===== src/core/ppc_pkg.sv =====
// shared constants and types for the port pad config and interrupt mask block
package ppc_pkg;
    localparam int DATA_W = 8;
    localparam int P5_W   = 8;
    localparam int P6_W   = 8;
    localparam int P7_W   = 1;
    localparam int SEL_W  = 4;

    // selector codes in the I/O-control space
    localparam logic [3:0] CTL_PORT5_DIR  = 4'h5;
    localparam logic [3:0] CTL_PORT6_DIR  = 4'h6;
    localparam logic [3:0] CTL_PORT7_DIR  = 4'h7;
    localparam logic [3:0] CTL_PULL_DOWN  = 4'hB;
    localparam logic [3:0] CTL_OPEN_DRAIN = 4'hC;
    localparam logic [3:0] CTL_PULL_HIGH  = 4'hD;
    localparam logic [3:0] CTL_IRQ_MASK   = 4'hF;
    // selector codes in the operational-register space
    localparam logic [3:0] REG_PORT5      = 4'h5;
    localparam logic [3:0] REG_PORT6      = 4'h6;
    localparam logic [3:0] REG_PORT7      = 4'h7;
    localparam logic [3:0] REG_WAKE_CTL   = 4'hA;
    localparam logic [3:0] REG_IRQ_FLAGS  = 4'hF;

    // field positions
    localparam int BIT_LOW_VOLTAGE = 7;
    localparam int BIT_EXTERNAL    = 2;
    localparam int BIT_PORT_CHANGE = 1;
    localparam int BIT_TIMER_OVF   = 0;
    localparam int BIT_WAKE_EN     = 6;
    localparam int PD_P6_LSB       = 4;  // pull-down bits 7..4 -> port 6 pins 3..0
    localparam int PD_P5_LSB       = 0;  // pull-down bits 3..0 -> port 5 pins 3..0
    localparam int PD_PINS         = 4;

    // implemented bits of mask and flags; 6..3 unused
    localparam logic [7:0] IRQ_BITS_MASK  = 8'h87;
    localparam logic [7:0] WAKE_BITS_MASK = 8'h40;

    // reset values
    localparam logic [7:0] RST_DIR        = 8'hFF;
    localparam logic [7:0] RST_PULL_DOWN  = 8'hFF;
    localparam logic [7:0] RST_OPEN_DRAIN = 8'h00;
    localparam logic [7:0] RST_PULL_HIGH  = 8'hFF;
    localparam logic [7:0] RST_IRQ_MASK   = 8'h00;
    localparam logic [7:0] RST_ZERO       = 8'h00;

    // one access from the core: ctl_space selects I/O-control registers
    typedef struct packed {
        logic             ctl_space;
        logic             wr;
        logic             rd;
        logic [SEL_W-1:0] sel;
        logic [DATA_W-1:0] wdata;
    } ppc_req_t;

    // core instruction strobes
    typedef struct packed {
        logic enable_interrupts_instr;
        logic disable_interrupts_instr;
        logic sleep;
    } ppc_instr_t;

    // hardware interrupt events, one-cycle pulses
    typedef struct packed {
        logic low_voltage;
        logic external;
        logic timer_ovf;
    } ppc_event_t;
endpackage


===== src/core/ppc_port.sv =====
// port direction, pad config, port 6 change detect and interrupt mask logic
`timescale 1ns/1ps
// Function
// - pull-down bit 0 enables the pin pull-down, 1 disables it
// - pull-down bits 7..4 serve port 6 pins 3..0, bits 3..0 port 5 pins 3..0
// - open-drain bit n high makes port 6 pin n open-drain, else push-pull
// - pull-high bit n low enables the port 6 pin n pull-up
// - pull-down, open-drain and pull-high registers read back all eight bits
// - mask bit 7 low voltage, 2 external, 1 port change, 0 timer; 1 enables
// - a source interrupts only while its mask bit is 1
// - global enable set by enable instruction, cleared by disable, gates all sources
// - interrupt mask register is readable and writable
// - every port pin has its own direction bit
// - port 7 pin as output only pulls low, open-drain
// - port data and direction registers are readable and writable
// - change wake-up with mask bit set vectors if global enable, else continues
// - change wake-up with mask bit clear always continues after sleep
// - with global enable and mask bit, a port 6 change vectors the core
// - direction bit 1 makes the pin an input, 0 enables its driver
// - port change flag set by hardware on port 6 change, cleared by software
// - reading the flags returns flags AND mask
// - wake-control bit 6 enables wake-up on port 6 change
module ppc_port (
    input  wire logic                        mclk_i,
    input  wire logic                        rst_n_i,
    input  wire ppc_pkg::ppc_req_t           req_i,
    input  wire ppc_pkg::ppc_instr_t         instr_i,
    input  wire ppc_pkg::ppc_event_t         event_i,
    input  wire logic [ppc_pkg::P5_W-1:0]    p5_in_i,
    input  wire logic [ppc_pkg::P6_W-1:0]    p6_in_i,
    input  wire logic [ppc_pkg::P7_W-1:0]    p7_in_i,
    output logic [ppc_pkg::DATA_W-1:0]       rdata_o,
    output logic [ppc_pkg::P5_W-1:0]         p5_out_o,
    output logic [ppc_pkg::P5_W-1:0]         p5_oe_n_o,
    output logic [ppc_pkg::P6_W-1:0]         p6_out_o,
    output logic [ppc_pkg::P6_W-1:0]         p6_oe_n_o,
    output logic [ppc_pkg::P7_W-1:0]         p7_out_o,
    output logic [ppc_pkg::P7_W-1:0]         p7_oe_n_o,
    output logic [ppc_pkg::PD_PINS-1:0]      p5_pull_down_en_o,
    output logic [ppc_pkg::PD_PINS-1:0]      p6_pull_down_en_o,
    output logic [ppc_pkg::P6_W-1:0]         p6_pull_up_en_o,
    output logic                             irq_o,
    output logic                             asleep_o,
    output logic                             wake_o,
    output logic                             wake_vector_o
);
    typedef enum logic [1:0] {
        PPC_RUN   = 2'b01,
        PPC_SLEEP = 2'b10
    } ppc_state_t;

    // config and data registers
    logic [ppc_pkg::P5_W-1:0]   p5_dir_q,  p5_dir_d,  p5_dat_q,  p5_dat_d;
    logic [ppc_pkg::P6_W-1:0]   p6_dir_q,  p6_dir_d,  p6_dat_q,  p6_dat_d;
    logic [ppc_pkg::P7_W-1:0]   p7_dir_q,  p7_dir_d,  p7_dat_q,  p7_dat_d;
    logic [ppc_pkg::DATA_W-1:0] pull_down_control_q, pull_down_control_d;
    logic [ppc_pkg::DATA_W-1:0] open_drain_control_q, open_drain_control_d;
    logic [ppc_pkg::DATA_W-1:0] pull_high_control_q, pull_high_control_d;
    logic [ppc_pkg::DATA_W-1:0] interrupt_mask_q, interrupt_mask_d;
    logic [ppc_pkg::DATA_W-1:0] wake_control_q, wake_control_d;
    // flags, global enable, sleep, change detect
    logic [ppc_pkg::DATA_W-1:0] interrupt_flags_q, interrupt_flags_d;
    logic [ppc_pkg::P6_W-1:0]   p6_snap_q, p6_snap_d;
    logic                       gie_q, gie_d;
    ppc_state_t                 state_q, state_d;
    logic                       irq_q, irq_d;
    logic                       wake_q, wake_d;
    logic                       wake_vec_q, wake_vec_d;
    // registered outputs
    logic [ppc_pkg::DATA_W-1:0] rdata_q, rdata_d;
    logic [ppc_pkg::P5_W-1:0]   p5_out_q, p5_out_d, p5_oe_n_q, p5_oe_n_d;
    logic [ppc_pkg::P6_W-1:0]   p6_out_q, p6_out_d, p6_oe_n_q, p6_oe_n_d;
    logic [ppc_pkg::P7_W-1:0]   p7_out_q, p7_out_d, p7_oe_n_q, p7_oe_n_d;
    logic [ppc_pkg::PD_PINS-1:0] p5_pd_q, p5_pd_d, p6_pd_q, p6_pd_d;
    logic [ppc_pkg::P6_W-1:0]   p6_pu_q, p6_pu_d;

    logic ctl_wr, reg_wr, ctl_rd, reg_rd;
    logic change_seen;

    // true when this access names the given selector in the given space; wr and rd are not checked
    function automatic logic hit(input ppc_pkg::ppc_req_t r, input logic space, input logic [3:0] sel);
        hit = (r.ctl_space == space) && (r.sel == sel);
    endfunction

    // open-drain pin: enable drive only when output and driving low
    function automatic logic od_oe_n(input logic dir, input logic dat);
        od_oe_n = dir | dat;
    endfunction

    assign ctl_wr = req_i.wr & req_i.ctl_space;
    assign reg_wr = req_i.wr & ~req_i.ctl_space;
    assign ctl_rd = req_i.rd & req_i.ctl_space;
    assign reg_rd = req_i.rd & ~req_i.ctl_space;
    // mismatch against the last snapshot; the change flag is sticky anyway
    assign change_seen = (p6_in_i != p6_snap_q);

    // register writes, snapshot on port 6 read
    always_comb begin
        p5_dir_d = p5_dir_q;
        p6_dir_d = p6_dir_q;
        p7_dir_d = p7_dir_q;
        p5_dat_d = p5_dat_q;
        p6_dat_d = p6_dat_q;
        p7_dat_d = p7_dat_q;
        pull_down_control_d  = pull_down_control_q;
        open_drain_control_d = open_drain_control_q;
        pull_high_control_d  = pull_high_control_q;
        interrupt_mask_d     = interrupt_mask_q;
        wake_control_d       = wake_control_q;
        p6_snap_d            = p6_snap_q;
        if (ctl_wr) begin
            if (hit(req_i, 1'b1, ppc_pkg::CTL_PORT5_DIR))  p5_dir_d = req_i.wdata[ppc_pkg::P5_W-1:0];
            if (hit(req_i, 1'b1, ppc_pkg::CTL_PORT6_DIR))  p6_dir_d = req_i.wdata[ppc_pkg::P6_W-1:0];
            if (hit(req_i, 1'b1, ppc_pkg::CTL_PORT7_DIR))  p7_dir_d = req_i.wdata[ppc_pkg::P7_W-1:0];
            if (hit(req_i, 1'b1, ppc_pkg::CTL_PULL_DOWN))  pull_down_control_d  = req_i.wdata;
            if (hit(req_i, 1'b1, ppc_pkg::CTL_OPEN_DRAIN)) open_drain_control_d = req_i.wdata;
            if (hit(req_i, 1'b1, ppc_pkg::CTL_PULL_HIGH))  pull_high_control_d  = req_i.wdata;
            // unused bits 6..3 are not stored, so they read as zero
            if (hit(req_i, 1'b1, ppc_pkg::CTL_IRQ_MASK))
                interrupt_mask_d = req_i.wdata & ppc_pkg::IRQ_BITS_MASK;
        end
        if (reg_wr) begin
            if (hit(req_i, 1'b0, ppc_pkg::REG_PORT5)) p5_dat_d = req_i.wdata[ppc_pkg::P5_W-1:0];
            if (hit(req_i, 1'b0, ppc_pkg::REG_PORT6)) p6_dat_d = req_i.wdata[ppc_pkg::P6_W-1:0];
            if (hit(req_i, 1'b0, ppc_pkg::REG_PORT7)) p7_dat_d = req_i.wdata[ppc_pkg::P7_W-1:0];
            if (hit(req_i, 1'b0, ppc_pkg::REG_WAKE_CTL))
                wake_control_d = req_i.wdata & ppc_pkg::WAKE_BITS_MASK;
        end
        // a read of port 6 re-arms the change detector
        if (reg_rd && hit(req_i, 1'b0, ppc_pkg::REG_PORT6)) p6_snap_d = p6_in_i;
    end

    always_ff @(posedge mclk_i) begin
        if (!rst_n_i) begin
            p5_dir_q <= ppc_pkg::RST_DIR[ppc_pkg::P5_W-1:0];
            p6_dir_q <= ppc_pkg::RST_DIR[ppc_pkg::P6_W-1:0];
            p7_dir_q <= ppc_pkg::RST_DIR[ppc_pkg::P7_W-1:0];
            p5_dat_q <= ppc_pkg::RST_ZERO[ppc_pkg::P5_W-1:0];
            p6_dat_q <= ppc_pkg::RST_ZERO[ppc_pkg::P6_W-1:0];
            p7_dat_q <= ppc_pkg::RST_ZERO[ppc_pkg::P7_W-1:0];
            pull_down_control_q  <= ppc_pkg::RST_PULL_DOWN;
            open_drain_control_q <= ppc_pkg::RST_OPEN_DRAIN;
            pull_high_control_q  <= ppc_pkg::RST_PULL_HIGH;
            interrupt_mask_q     <= ppc_pkg::RST_IRQ_MASK;
            wake_control_q       <= ppc_pkg::RST_ZERO;
            p6_snap_q            <= ppc_pkg::RST_ZERO[ppc_pkg::P6_W-1:0];
        end else begin
            p5_dir_q <= p5_dir_d;
            p6_dir_q <= p6_dir_d;
            p7_dir_q <= p7_dir_d;
            p5_dat_q <= p5_dat_d;
            p6_dat_q <= p6_dat_d;
            p7_dat_q <= p7_dat_d;
            pull_down_control_q  <= pull_down_control_d;
            open_drain_control_q <= open_drain_control_d;
            pull_high_control_q  <= pull_high_control_d;
            interrupt_mask_q     <= interrupt_mask_d;
            wake_control_q       <= wake_control_d;
            p6_snap_q            <= p6_snap_d;
        end
    end

    // flags, global enable, sleep and wake decisions
    always_comb begin
        logic [ppc_pkg::DATA_W-1:0] set_v;
        logic                       wake_now;
        set_v = ppc_pkg::RST_ZERO;
        set_v[ppc_pkg::BIT_LOW_VOLTAGE] = event_i.low_voltage;
        set_v[ppc_pkg::BIT_EXTERNAL]    = event_i.external;
        set_v[ppc_pkg::BIT_PORT_CHANGE] = change_seen;
        set_v[ppc_pkg::BIT_TIMER_OVF]   = event_i.timer_ovf;
        interrupt_flags_d = interrupt_flags_q;
        // software only clears: writing 0 clears, writing 1 keeps
        if (reg_wr && hit(req_i, 1'b0, ppc_pkg::REG_IRQ_FLAGS))
            interrupt_flags_d = interrupt_flags_q & req_i.wdata;
        // set wins over a clear in the same cycle
        interrupt_flags_d = (interrupt_flags_d | set_v) & ppc_pkg::IRQ_BITS_MASK;
        gie_d = gie_q;
        if (instr_i.disable_interrupts_instr) gie_d = 1'b0;
        if (instr_i.enable_interrupts_instr)  gie_d = 1'b1;
        // any enabled, masked flag with global enable raises the request
        irq_d = gie_q && ((interrupt_flags_q & interrupt_mask_q) != ppc_pkg::RST_ZERO);
        wake_now = (state_q == PPC_SLEEP) && wake_control_q[ppc_pkg::BIT_WAKE_EN] && change_seen;
        state_d    = state_q;
        wake_d     = 1'b0;
        wake_vec_d = 1'b0;
        unique case (state_q)
            PPC_RUN: begin
                if (instr_i.sleep) state_d = PPC_SLEEP;
            end
            PPC_SLEEP: begin
                if (wake_now) begin
                    state_d    = PPC_RUN;
                    wake_d     = 1'b1;
                    // vector only with mask bit and global enable; else next instruction
                    wake_vec_d = interrupt_mask_q[ppc_pkg::BIT_PORT_CHANGE] & gie_q;
                end
            end
            default: state_d = PPC_RUN;
        endcase
    end

    always_ff @(posedge mclk_i) begin
        if (!rst_n_i) begin
            interrupt_flags_q <= ppc_pkg::RST_ZERO;
            gie_q      <= 1'b0;
            state_q    <= PPC_RUN;
            irq_q      <= 1'b0;
            wake_q     <= 1'b0;
            wake_vec_q <= 1'b0;
        end else begin
            interrupt_flags_q <= interrupt_flags_d;
            gie_q      <= gie_d;
            state_q    <= state_d;
            irq_q      <= irq_d;
            wake_q     <= wake_d;
            wake_vec_q <= wake_vec_d;
        end
    end

    // pad drive, pulls and read data
    always_comb begin
        p5_out_d  = p5_dat_q;
        p5_oe_n_d = p5_dir_q;
        for (int i = 0; i < ppc_pkg::P6_W; i++) begin
            if (open_drain_control_q[i]) begin
                p6_out_d[i]  = 1'b0;
                p6_oe_n_d[i] = od_oe_n(p6_dir_q[i], p6_dat_q[i]);
            end else begin
                p6_out_d[i]  = p6_dat_q[i];
                p6_oe_n_d[i] = p6_dir_q[i];
            end
        end
        // port 7 never drives high; an external pull-up is needed
        for (int i = 0; i < ppc_pkg::P7_W; i++) begin
            p7_out_d[i]  = 1'b0;
            p7_oe_n_d[i] = od_oe_n(p7_dir_q[i], p7_dat_q[i]);
        end
        p6_pd_d = ~pull_down_control_q[ppc_pkg::PD_P6_LSB +: ppc_pkg::PD_PINS];
        p5_pd_d = ~pull_down_control_q[ppc_pkg::PD_P5_LSB +: ppc_pkg::PD_PINS];
        p6_pu_d = ~pull_high_control_q[ppc_pkg::P6_W-1:0];
        rdata_d = ppc_pkg::RST_ZERO;
        if (ctl_rd) begin
            unique case (req_i.sel)
                ppc_pkg::CTL_PORT5_DIR:  rdata_d[ppc_pkg::P5_W-1:0] = p5_dir_q;
                ppc_pkg::CTL_PORT6_DIR:  rdata_d[ppc_pkg::P6_W-1:0] = p6_dir_q;
                ppc_pkg::CTL_PORT7_DIR:  rdata_d[ppc_pkg::P7_W-1:0] = p7_dir_q;
                ppc_pkg::CTL_PULL_DOWN:  rdata_d = pull_down_control_q;
                ppc_pkg::CTL_OPEN_DRAIN: rdata_d = open_drain_control_q;
                ppc_pkg::CTL_PULL_HIGH:  rdata_d = pull_high_control_q;
                ppc_pkg::CTL_IRQ_MASK:   rdata_d = interrupt_mask_q;
                default:                 rdata_d = ppc_pkg::RST_ZERO;
            endcase
        end else if (reg_rd) begin
            // port reads return the pin level, not the data latch
            unique case (req_i.sel)
                ppc_pkg::REG_PORT5:     rdata_d[ppc_pkg::P5_W-1:0] = p5_in_i;
                ppc_pkg::REG_PORT6:     rdata_d[ppc_pkg::P6_W-1:0] = p6_in_i;
                ppc_pkg::REG_PORT7:     rdata_d[ppc_pkg::P7_W-1:0] = p7_in_i;
                ppc_pkg::REG_WAKE_CTL:  rdata_d = wake_control_q;
                ppc_pkg::REG_IRQ_FLAGS: rdata_d = interrupt_flags_q & interrupt_mask_q;
                default:                rdata_d = ppc_pkg::RST_ZERO;
            endcase
        end
    end

    always_ff @(posedge mclk_i) begin
        if (!rst_n_i) begin
            rdata_q   <= ppc_pkg::RST_ZERO;
            p5_out_q  <= ppc_pkg::RST_ZERO[ppc_pkg::P5_W-1:0];
            p5_oe_n_q <= ppc_pkg::RST_DIR[ppc_pkg::P5_W-1:0];
            p6_out_q  <= ppc_pkg::RST_ZERO[ppc_pkg::P6_W-1:0];
            p6_oe_n_q <= ppc_pkg::RST_DIR[ppc_pkg::P6_W-1:0];
            p7_out_q  <= ppc_pkg::RST_ZERO[ppc_pkg::P7_W-1:0];
            p7_oe_n_q <= ppc_pkg::RST_DIR[ppc_pkg::P7_W-1:0];
            p5_pd_q   <= ppc_pkg::RST_ZERO[ppc_pkg::PD_PINS-1:0];
            p6_pd_q   <= ppc_pkg::RST_ZERO[ppc_pkg::PD_PINS-1:0];
            p6_pu_q   <= ppc_pkg::RST_ZERO[ppc_pkg::P6_W-1:0];
        end else begin
            rdata_q   <= rdata_d;
            p5_out_q  <= p5_out_d;
            p5_oe_n_q <= p5_oe_n_d;
            p6_out_q  <= p6_out_d;
            p6_oe_n_q <= p6_oe_n_d;
            p7_out_q  <= p7_out_d;
            p7_oe_n_q <= p7_oe_n_d;
            p5_pd_q   <= p5_pd_d;
            p6_pd_q   <= p6_pd_d;
            p6_pu_q   <= p6_pu_d;
        end
    end

    // outputs straight from flops, except asleep_o, decoded from state_q
    assign rdata_o           = rdata_q;
    assign p5_out_o          = p5_out_q;
    assign p5_oe_n_o         = p5_oe_n_q;
    assign p6_out_o          = p6_out_q;
    assign p6_oe_n_o         = p6_oe_n_q;
    assign p7_out_o          = p7_out_q;
    assign p7_oe_n_o         = p7_oe_n_q;
    assign p5_pull_down_en_o = p5_pd_q;
    assign p6_pull_down_en_o = p6_pd_q;
    assign p6_pull_up_en_o   = p6_pu_q;
    assign irq_o             = irq_q;
    assign asleep_o          = (state_q == PPC_SLEEP);
    assign wake_o            = wake_q;
    assign wake_vector_o     = wake_vec_q;
endmodule // ppc_port


===== config.mk =====
export PLATFORM = sky130hd
export DESIGN_NAME = ppc_port
export DESIGN_NICKNAME = d
export VERILOG_FILES = /design/src/core/ppc_pkg.sv /design/src/core/ppc_port.sv
export SDC_FILE = /design/constraint.sdc
export NUM_CORES = 1
export LEC_CHECK = 0
export ABC_AREA = 0
export BUFFER_PORTS_ARGS = -buffer_cell sky130_fd_sc_hd__buf_4
export CAP_MARGIN = 40
export CORE_ASPECT_RATIO = 1.2
export CORE_MARGIN = 2
export CORE_UTILIZATION = 30
export CTS_BUF_LIST = sky130_fd_sc_hd__clkbuf_4
export DETAILED_ROUTE_END_ITERATION = 16
export GPL_TIMING_DRIVEN = 0
export PLACE_DENSITY_LB_ADDON = 0.12
export SKIP_LAST_GASP = 1
export SLEW_MARGIN = 20
export SYNTH_ARGS = -nofsm -noshare
export SYNTH_HDL_FRONTEND = slang
export SYNTH_SLANG_ARGS = --single-unit

===== constraint.sdc =====
create_clock -name mclk_i -period 2 [get_ports mclk_i]
set_clock_uncertainty 0.1 [all_clocks]
set_input_delay 0.4 -clock mclk_i [delete_from_list [all_inputs] [get_ports mclk_i]]
set_output_delay 0.4 -clock mclk_i [all_outputs]
set_load 0.01 [all_outputs]

==> impl_metrics.csv, run 1 <==
group,metric,value,unit
timing,relSlewSlack,50.0,%
timing,period_needed,1.85,ns
logic_synthesis,syn_area,5350,um2
layout,fillers,1856,
setup_path,path_class,"in2reg",
floorplanning,die-area,18900,um2
setup_path,r2r_slack,0.32,ns
setup_path,crit_required,2.42,ns
routing,vias,4738,
global_route,antenna_found_initial,1,
layout,drive_gt1_share,22.0,%
pwr,power.leakage,2.86,nW
floorplanning,ios,102,
timing,rsz0062_at_grt,"false",
routing,drc,0,
logic_synthesis,yosysTopAreaCell,"dfxtp_1",
run_status,outcome,"complete, no violations",
setup_path,critical-path-top-delay-family,"buffers and inverters",
setup_path,path_cells,"dlygate4sd3_1 > buf_4 > xor2_1 > nor4_1 > a21oi_1 > o21ai_0 > and2_1",
cts,post-cts-setup-buffers,0,
logic_synthesis,synth_top_cell_area_share,51.6,%
layout,fin_area,6770,um2
timing,post-route-period-util,92.3,%
global_route,grt_max_degree,17,
timing,max_clock_freq,0.542,GHz
setup_path,cp_slowest_stage_delay,0.54,ns
cts,cts_tree,"built",
placed_design,port_buffers,93,
cts,cts_inserted_buffers,17,
placed_design,hpwl,13300,um
pwr,p_total,5.25,mW
layout,final_common_cell,"dfxtp_1",
floorplanning,rows,53,
setup_path,cp.arrival,2.26,ns
logic_synthesis,ys.flop_type,"dfxtp_1",
pwr,powerDensity,775,nW/um2
routing,ant_nets,0,
global_route,gr-total-overflow,0,
timing,setup-violations-final,0,
layout,final_cells,965,
routing,wl_per_cell,18.6,um
logic_synthesis,syn-mean-instance-area,8.80,um2
global_route,grt_pass1_wl,27300,um
routing,drt_pass1_iterations,5,
timing,fin_setup_tns,0,ns
logic_synthesis,syn_nets,648,
cts,clk-insertion-delay-late,0.58,ns
floorplanning,coreArea,17500,um2
logic_synthesis,ys_ff_latch,138,
cts,h-tree-depth,4,
logic_synthesis,yosys-top-cells-area,"dfxtp_1 52%, nand2_1 8.7%, nand3_1 6.1%, a21oi_1 3.6%, nor2_1 3.0%",
run,drv_cap,0,
pwr,peakVddDrop,0.371,mV
setup_path,endpoint_kind,"flip-flop",
layout,seq_area,2760,um2
placed_design,dp.cells,921,
cts,cts.clk_slew.worst_paths,0.12,ns
logic_synthesis,syn_inst,608,
floorplanning,die_h,150,um
min_path,hp-class,"in2reg",
logic_synthesis,yosysSeqAreaShare,51.6,%
timing,slew_violations,0,
layout,nNetsFinal,773,
routing,drt_iter0_drc,293,
logic_synthesis,synth_edf_count,0,
placed_design,placed_area,6320,um2
floorplanning,start_util,30.6,%
placed_design,gp_congestion,0.929,
layout,multi_input_area,2330,um2
timing,hold_viol,0,
layout,fin_util,38.6,%
cts,clock_sinks,138,
setup_path,path_buf_inv,2,
logic_synthesis,yosys_warnings,0,
routing,wl,17900,um
cts,clk_path_buf_depth,2,
layout,area_growth,26.4,%
setup_path,start_kind,"primary input",
setup_path,cp_max_fo,3,
setup_path,critPathSlowestCell,"dlygate4sd3_1",
floorplanning,die_x,126,um
global_route,grtUsageTotal,19.5,%
layout,layout_common_cells,"138 x dfxtp_1, 124 x nand2_1, 98 x buf_4, 65 x nand3_1, 43 x nor2_1",
routing,vias_per_cell,4.91,
logic_synthesis,synth-async-reset-ratio,0,%
timing,tightest_slew,0.749,ns
logic_synthesis,ys_types,58,
cts,clockRootBuffer,"clkbuf_4",
global_route,grt_pass1_vias,4748,
cells by family after synthesis:
| family | share of synthesized area [%] |
|---|---|
| other | 0.0701 |
| multiplexers | 2.81 |
| AND/OR/NAND/NOR | 26.3 |
| AO/OA/AOI/OAI | 13.0 |
| flip-flops | 51.6 |
| XOR/XNOR | 1.31 |
| buffers and inverters | 4.91 |
cell type report:
cell class              count  area share [%]
diodes                      1          0.0370
plain buffers              45            3.51
clock buffers              17            1.89
clock inverters            13            2.64
inverters                   7           0.388
multi-input cells         418            34.4
flip-flops and latches    138            40.8
well taps                 220            4.07
repair buffers            106            12.2
state kept, by name, indices dropped and copies added, names as in the netlist, 2 cells and up:
register,flops
p6_dat_q,8
rdata_o,8
pull_down_control_q,8
pull_high_control_q,8
p5_oe_n_o,8
p5_dat_q,8
p5_pull_down_en_o,4
state_q,2
p6_out_o,8
p6_oe_n_o,8
p6_pull_up_en_o,8
p6_snap_q,8
p5_dir_q,8
p6_pull_down_en_o,4
open_drain_control_q,8
p6_dir_q,8
interrupt_flags_q,4
interrupt_mask_q,4
p5_out_o,8
Yosys cell counts, types with 2 or more instances:
library cell,instances
clkbuf_1,18
a31oi_1,2
and3_1,6
buf_1,3
a21o_1,2
a211o_1,8
nor4_1,2
inv_1,6
o211ai_1,2
nand2b_1,10
nand3_1,65
o21ai_1,2
o21ai_0,7
nand3_2,2
mux2i_1,15
buf_2,15
a22oi_1,14
and2b_1,2
nand3b_1,2
a32o_1,4
nand2_1,124
a21oi_1,39
nor3_1,2
xor2_1,8
o22ai_2,6
or3_1,2
and3b_1,2
nor2b_1,7
nor2_1,43
nor2b_4,2
buf_4,5
a22o_1,4
a32oi_1,2
buf_6,4
dfxtp_1,138
and2_1,11
report_power, final:
part           internal, mW  switching, mW  leakage [nW]  total [mW]
combinational         0.173          0.269          1.58       0.442
sequential             2.78         0.0235          1.12        2.80
clock                 0.968           1.03         0.158        2.00
total                  3.92           1.32          2.86        5.25
worst reg2reg max path: cells and delay by family (launching register included):
family	cells	cell delay (ns)
xor+xnor	1	0.16
flops	1	0.35
compound gates	2	0.42
simple gates	2	0.60
layer usage:
| metal | share of wire [%] | wire length, um | up-vias | GRT usage, % |
|---|---|---|---|---|
| met1 | 44 | 7840 | 2258 | 24.3 |
| met4 | 3.2 | 575 | 0 | 10.2 |
| li1 | - | - | 2312 | - |
| met3 | 3.7 | 669 | 33 | 3.66 |
| met5 | 0 | 0 | - | 0 |
| met2 | 49 | 8820 | 135 | 32.1 |
worst paths after layout:
check,start,to,cells past startpoint
worst min-delay path,instr_i[0],state_q[0],4
worst min register to register,p5_dat_q[6],p5_dat_q[6],2
worst max-delay path,p6_in_i[2],state_q[1],7
worst max register to register,p6_snap_q[1],state_q[1],5
stage by stage:
stage               setup WS [ns]  hold WS (ns)
floorplan                   0.295         0.308
global placement           -0.542         0.340
detailed placement         -0.580         0.342
CTS                        0.0400       0.00165
global route               0.0610        0.0324
finish                      0.155        0.0441
repair_timing:
action                                  4_1_cts  5_1_grt
hold endpoints to repair                     12        0
gates resized for setup                       0        3
endpoints found under the setup margin        0        9
hold buffers                                 13        0
Note: power is estimated with default switching activity, not from simulation.
==> run 2: changes to the inputs <==
--- a/config.mk
+++ b/config.mk
@@ -11,10 +11,10 @@
 export CORE_ASPECT_RATIO = 1.2
 export CORE_MARGIN = 2
 export CORE_UTILIZATION = 30
-export CTS_BUF_LIST = sky130_fd_sc_hd__clkbuf_4
+export CTS_BUF_LIST = sky130_fd_sc_hd__clkbuf_2
 export DETAILED_ROUTE_END_ITERATION = 16
 export GPL_TIMING_DRIVEN = 0
-export PLACE_DENSITY_LB_ADDON = 0.12
+export PLACE_DENSITY_LB_ADDON = 0.05
 export SKIP_LAST_GASP = 1
 export SLEW_MARGIN = 20
 export SYNTH_ARGS = -nofsm -noshare
==> impl_metrics.csv, run 2 (same netlist as run 1, synthesis figures left out) <==
group,metric,value,unit
placed_design,placed_area,6320,um2
floorplanning,rows,53,
placed_design,hpwl,13400,um
setup_path,cp.arrival,1.39,ns
setup_path,path_class,"reg2out",
setup_path,start_kind,"flip-flop",
timing,hold_viol,0,
timing,rsz0062_at_grt,"true",
floorplanning,die-area,18900,um2
floorplanning,ios,102,
timing,slew_violations,0,
cts,clk-insertion-delay-late,0.74,ns
layout,fillers,1864,
cts,clk_path_buf_depth,2,
placed_design,gp_congestion,0.872,
placed_design,port_buffers,93,
setup_path,r2r_slack,0.14,ns
setup_path,cp-startpoint,"state_q[0]",
cts,cts.clk_slew.worst_paths,0.21,ns
layout,drive_gt1_share,22.8,%
routing,ant_nets,0,
timing,post-route-period-util,94.6,%
timing,setup_ws,0.109,ns
cts,cts_inserted_buffers,17,
routing,wl,18700,um
timing,tightest_slew,0.893,ns
setup_path,r2r-end,"state_q[1]",
setup_path,critPathSlowestCell,"dfxtp_2",
floorplanning,coreArea,17500,um2
cts,clock_sinks,138,
layout,seq_area,2760,um2
run,drv_cap,0,
setup_path,path_cells,"nand2b_4 > inv_2 > buf_6",
timing,fin_setup_tns,0,ns
layout,area_growth,29.6,%
layout,nNetsFinal,798,
layout,fin_util,39.6,%
routing,drt_pass1_iterations,5,
routing,wl_per_cell,18.8,um
global_route,grt_pass1_vias,4855,
timing,setup-violations-final,0,
floorplanning,die_h,150,um
pwr,peakVddDrop,0.286,mV
layout,final_common_cell,"dfxtp_1",
setup_path,timing.rr.start,"state_q[0]",
layout,fin_area,6940,um2
layout,multi_input_area,2340,um2
timing,relSlewSlack,40.5,%
global_route,gr-total-overflow,0,
floorplanning,die_x,126,um
run_status,outcome,"complete, no violations",
min_path,hp-class,"in2reg",
routing,vias_per_cell,4.92,
timing,period_needed,1.89,ns
setup_path,critPathCapture,"asleep_o",
global_route,grt_pass1_wl,28000,um
cts,clockRootBuffer,"clkbuf_2",
timing,max_clock_freq,0.529,GHz
setup_path,reg2regPathDepth,12,
pwr,power.leakage,2.95,nW
routing,drt_iter0_drc,336,
routing,vias,4878,
floorplanning,start_util,30.6,%
layout,layout_common_cells,"137 x dfxtp_1, 124 x nand2_1, 103 x buf_4, 65 x nand3_1, 43 x nor2_1",
placed_design,place_ws,-0.570,ns
setup_path,cp_slowest_stage_delay,0.37,ns
global_route,grtUsageTotal,19.9,%
cts,cts_tree,"built",
global_route,grt_max_degree,17,
global_route,antenna_found_initial,1,
setup_path,cp_max_fo,2,
setup_path,endpoint_kind,"output port",
cts,h-tree-depth,4,
setup_path,crit_required,1.50,ns
routing,drc,0,
min_path,hold_start,"rst_n_i",
pwr,powerDensity,710,nW/um2
run 2: changes by cell type in the layout (fill, tap and decap cells not counted), moves of 5 or more:
cell,delta
dlygate4sd3_1,+19
buf_4,+5
clkbuf_2,+19
clkbuf_4,-17
run 2: area by class of cell:
| type | count | share of cell area [%] |
|---|---|---|
| Multi-Input combinational cell | 418 | 33.7 |
| Inverter | 7 | 0.379 |
| Antenna cell | 1 | 0.0361 |
| Buffer | 45 | 3.41 |
| Clock buffer | 20 | 1.44 |
| Sequential cell | 138 | 39.8 |
| Timing Repair Buffer | 131 | 15.4 |
| Tap cell | 220 | 3.97 |
| Clock inverter | 12 | 1.80 |
run 2: repair_timing:
item / 4_1_cts / 5_1_grt
endpoints found under the setup margin: 1 / 4
hold buffers: 32 / 0
hold endpoints to repair: 53 / 0
gates resized for setup: 3 / 4
buffers inserted: 6 / 0
run 2: worst max-delay path, delay by kind of cell, from the launching register on:
kind	cells	cell delay (ns)
buf+inv	2	0.15
flops	1	0.37
simple gates	1	0.14
run 2: metrics by stage:
stage	hold WS [ns]	instances	power [mW]
3_5_place_dp	0.338	921	3.29
6_report	0.0473	992	4.92
5_1_grt	0.0124	992	5.13
2_1_floorplan	0.308	608	3.09
3_3_place_gp	0.340	921	3.29
4_1_cts	0.00570	991	4.97
run 2: metal layers:
layer / track usage (%) / routed length [um] / part of all wire (%) / vias up
li1: - / - / - / 2367
met1: 24.7 / 8280 / 44 / 2320
met2: 32.7 / 8820 / 47 / 151
met3: 4.41 / 801 / 4.3 / 38
met4: 9.78 / 731 / 3.9 / 2
met5: 0 / 16 / 0.086 / -
run 2: how the worst min path moves through the flow:
stage | endpoint | cells past startpoint
final | p5_oe_n_o[5] | 3
after global routing | p5_oe_n_o[6] | 3
after CTS | rdata_o[0] | 5
after detailed placement | p6_pull_up_en_o[7] | 1
after global placement | p7_dat_q | 2
after floorplan | p5_pull_down_en_o[1] | 1
run 2: power breakdown:
group | leakage, nW | total (mW) | internal, mW | switching [mW]
Combinational | 1.70 | 0.484 | 0.203 | 0.281
Sequential | 1.12 | 2.81 | 2.79 | 0.0245
Clock | 0.132 | 1.63 | 0.578 | 1.05
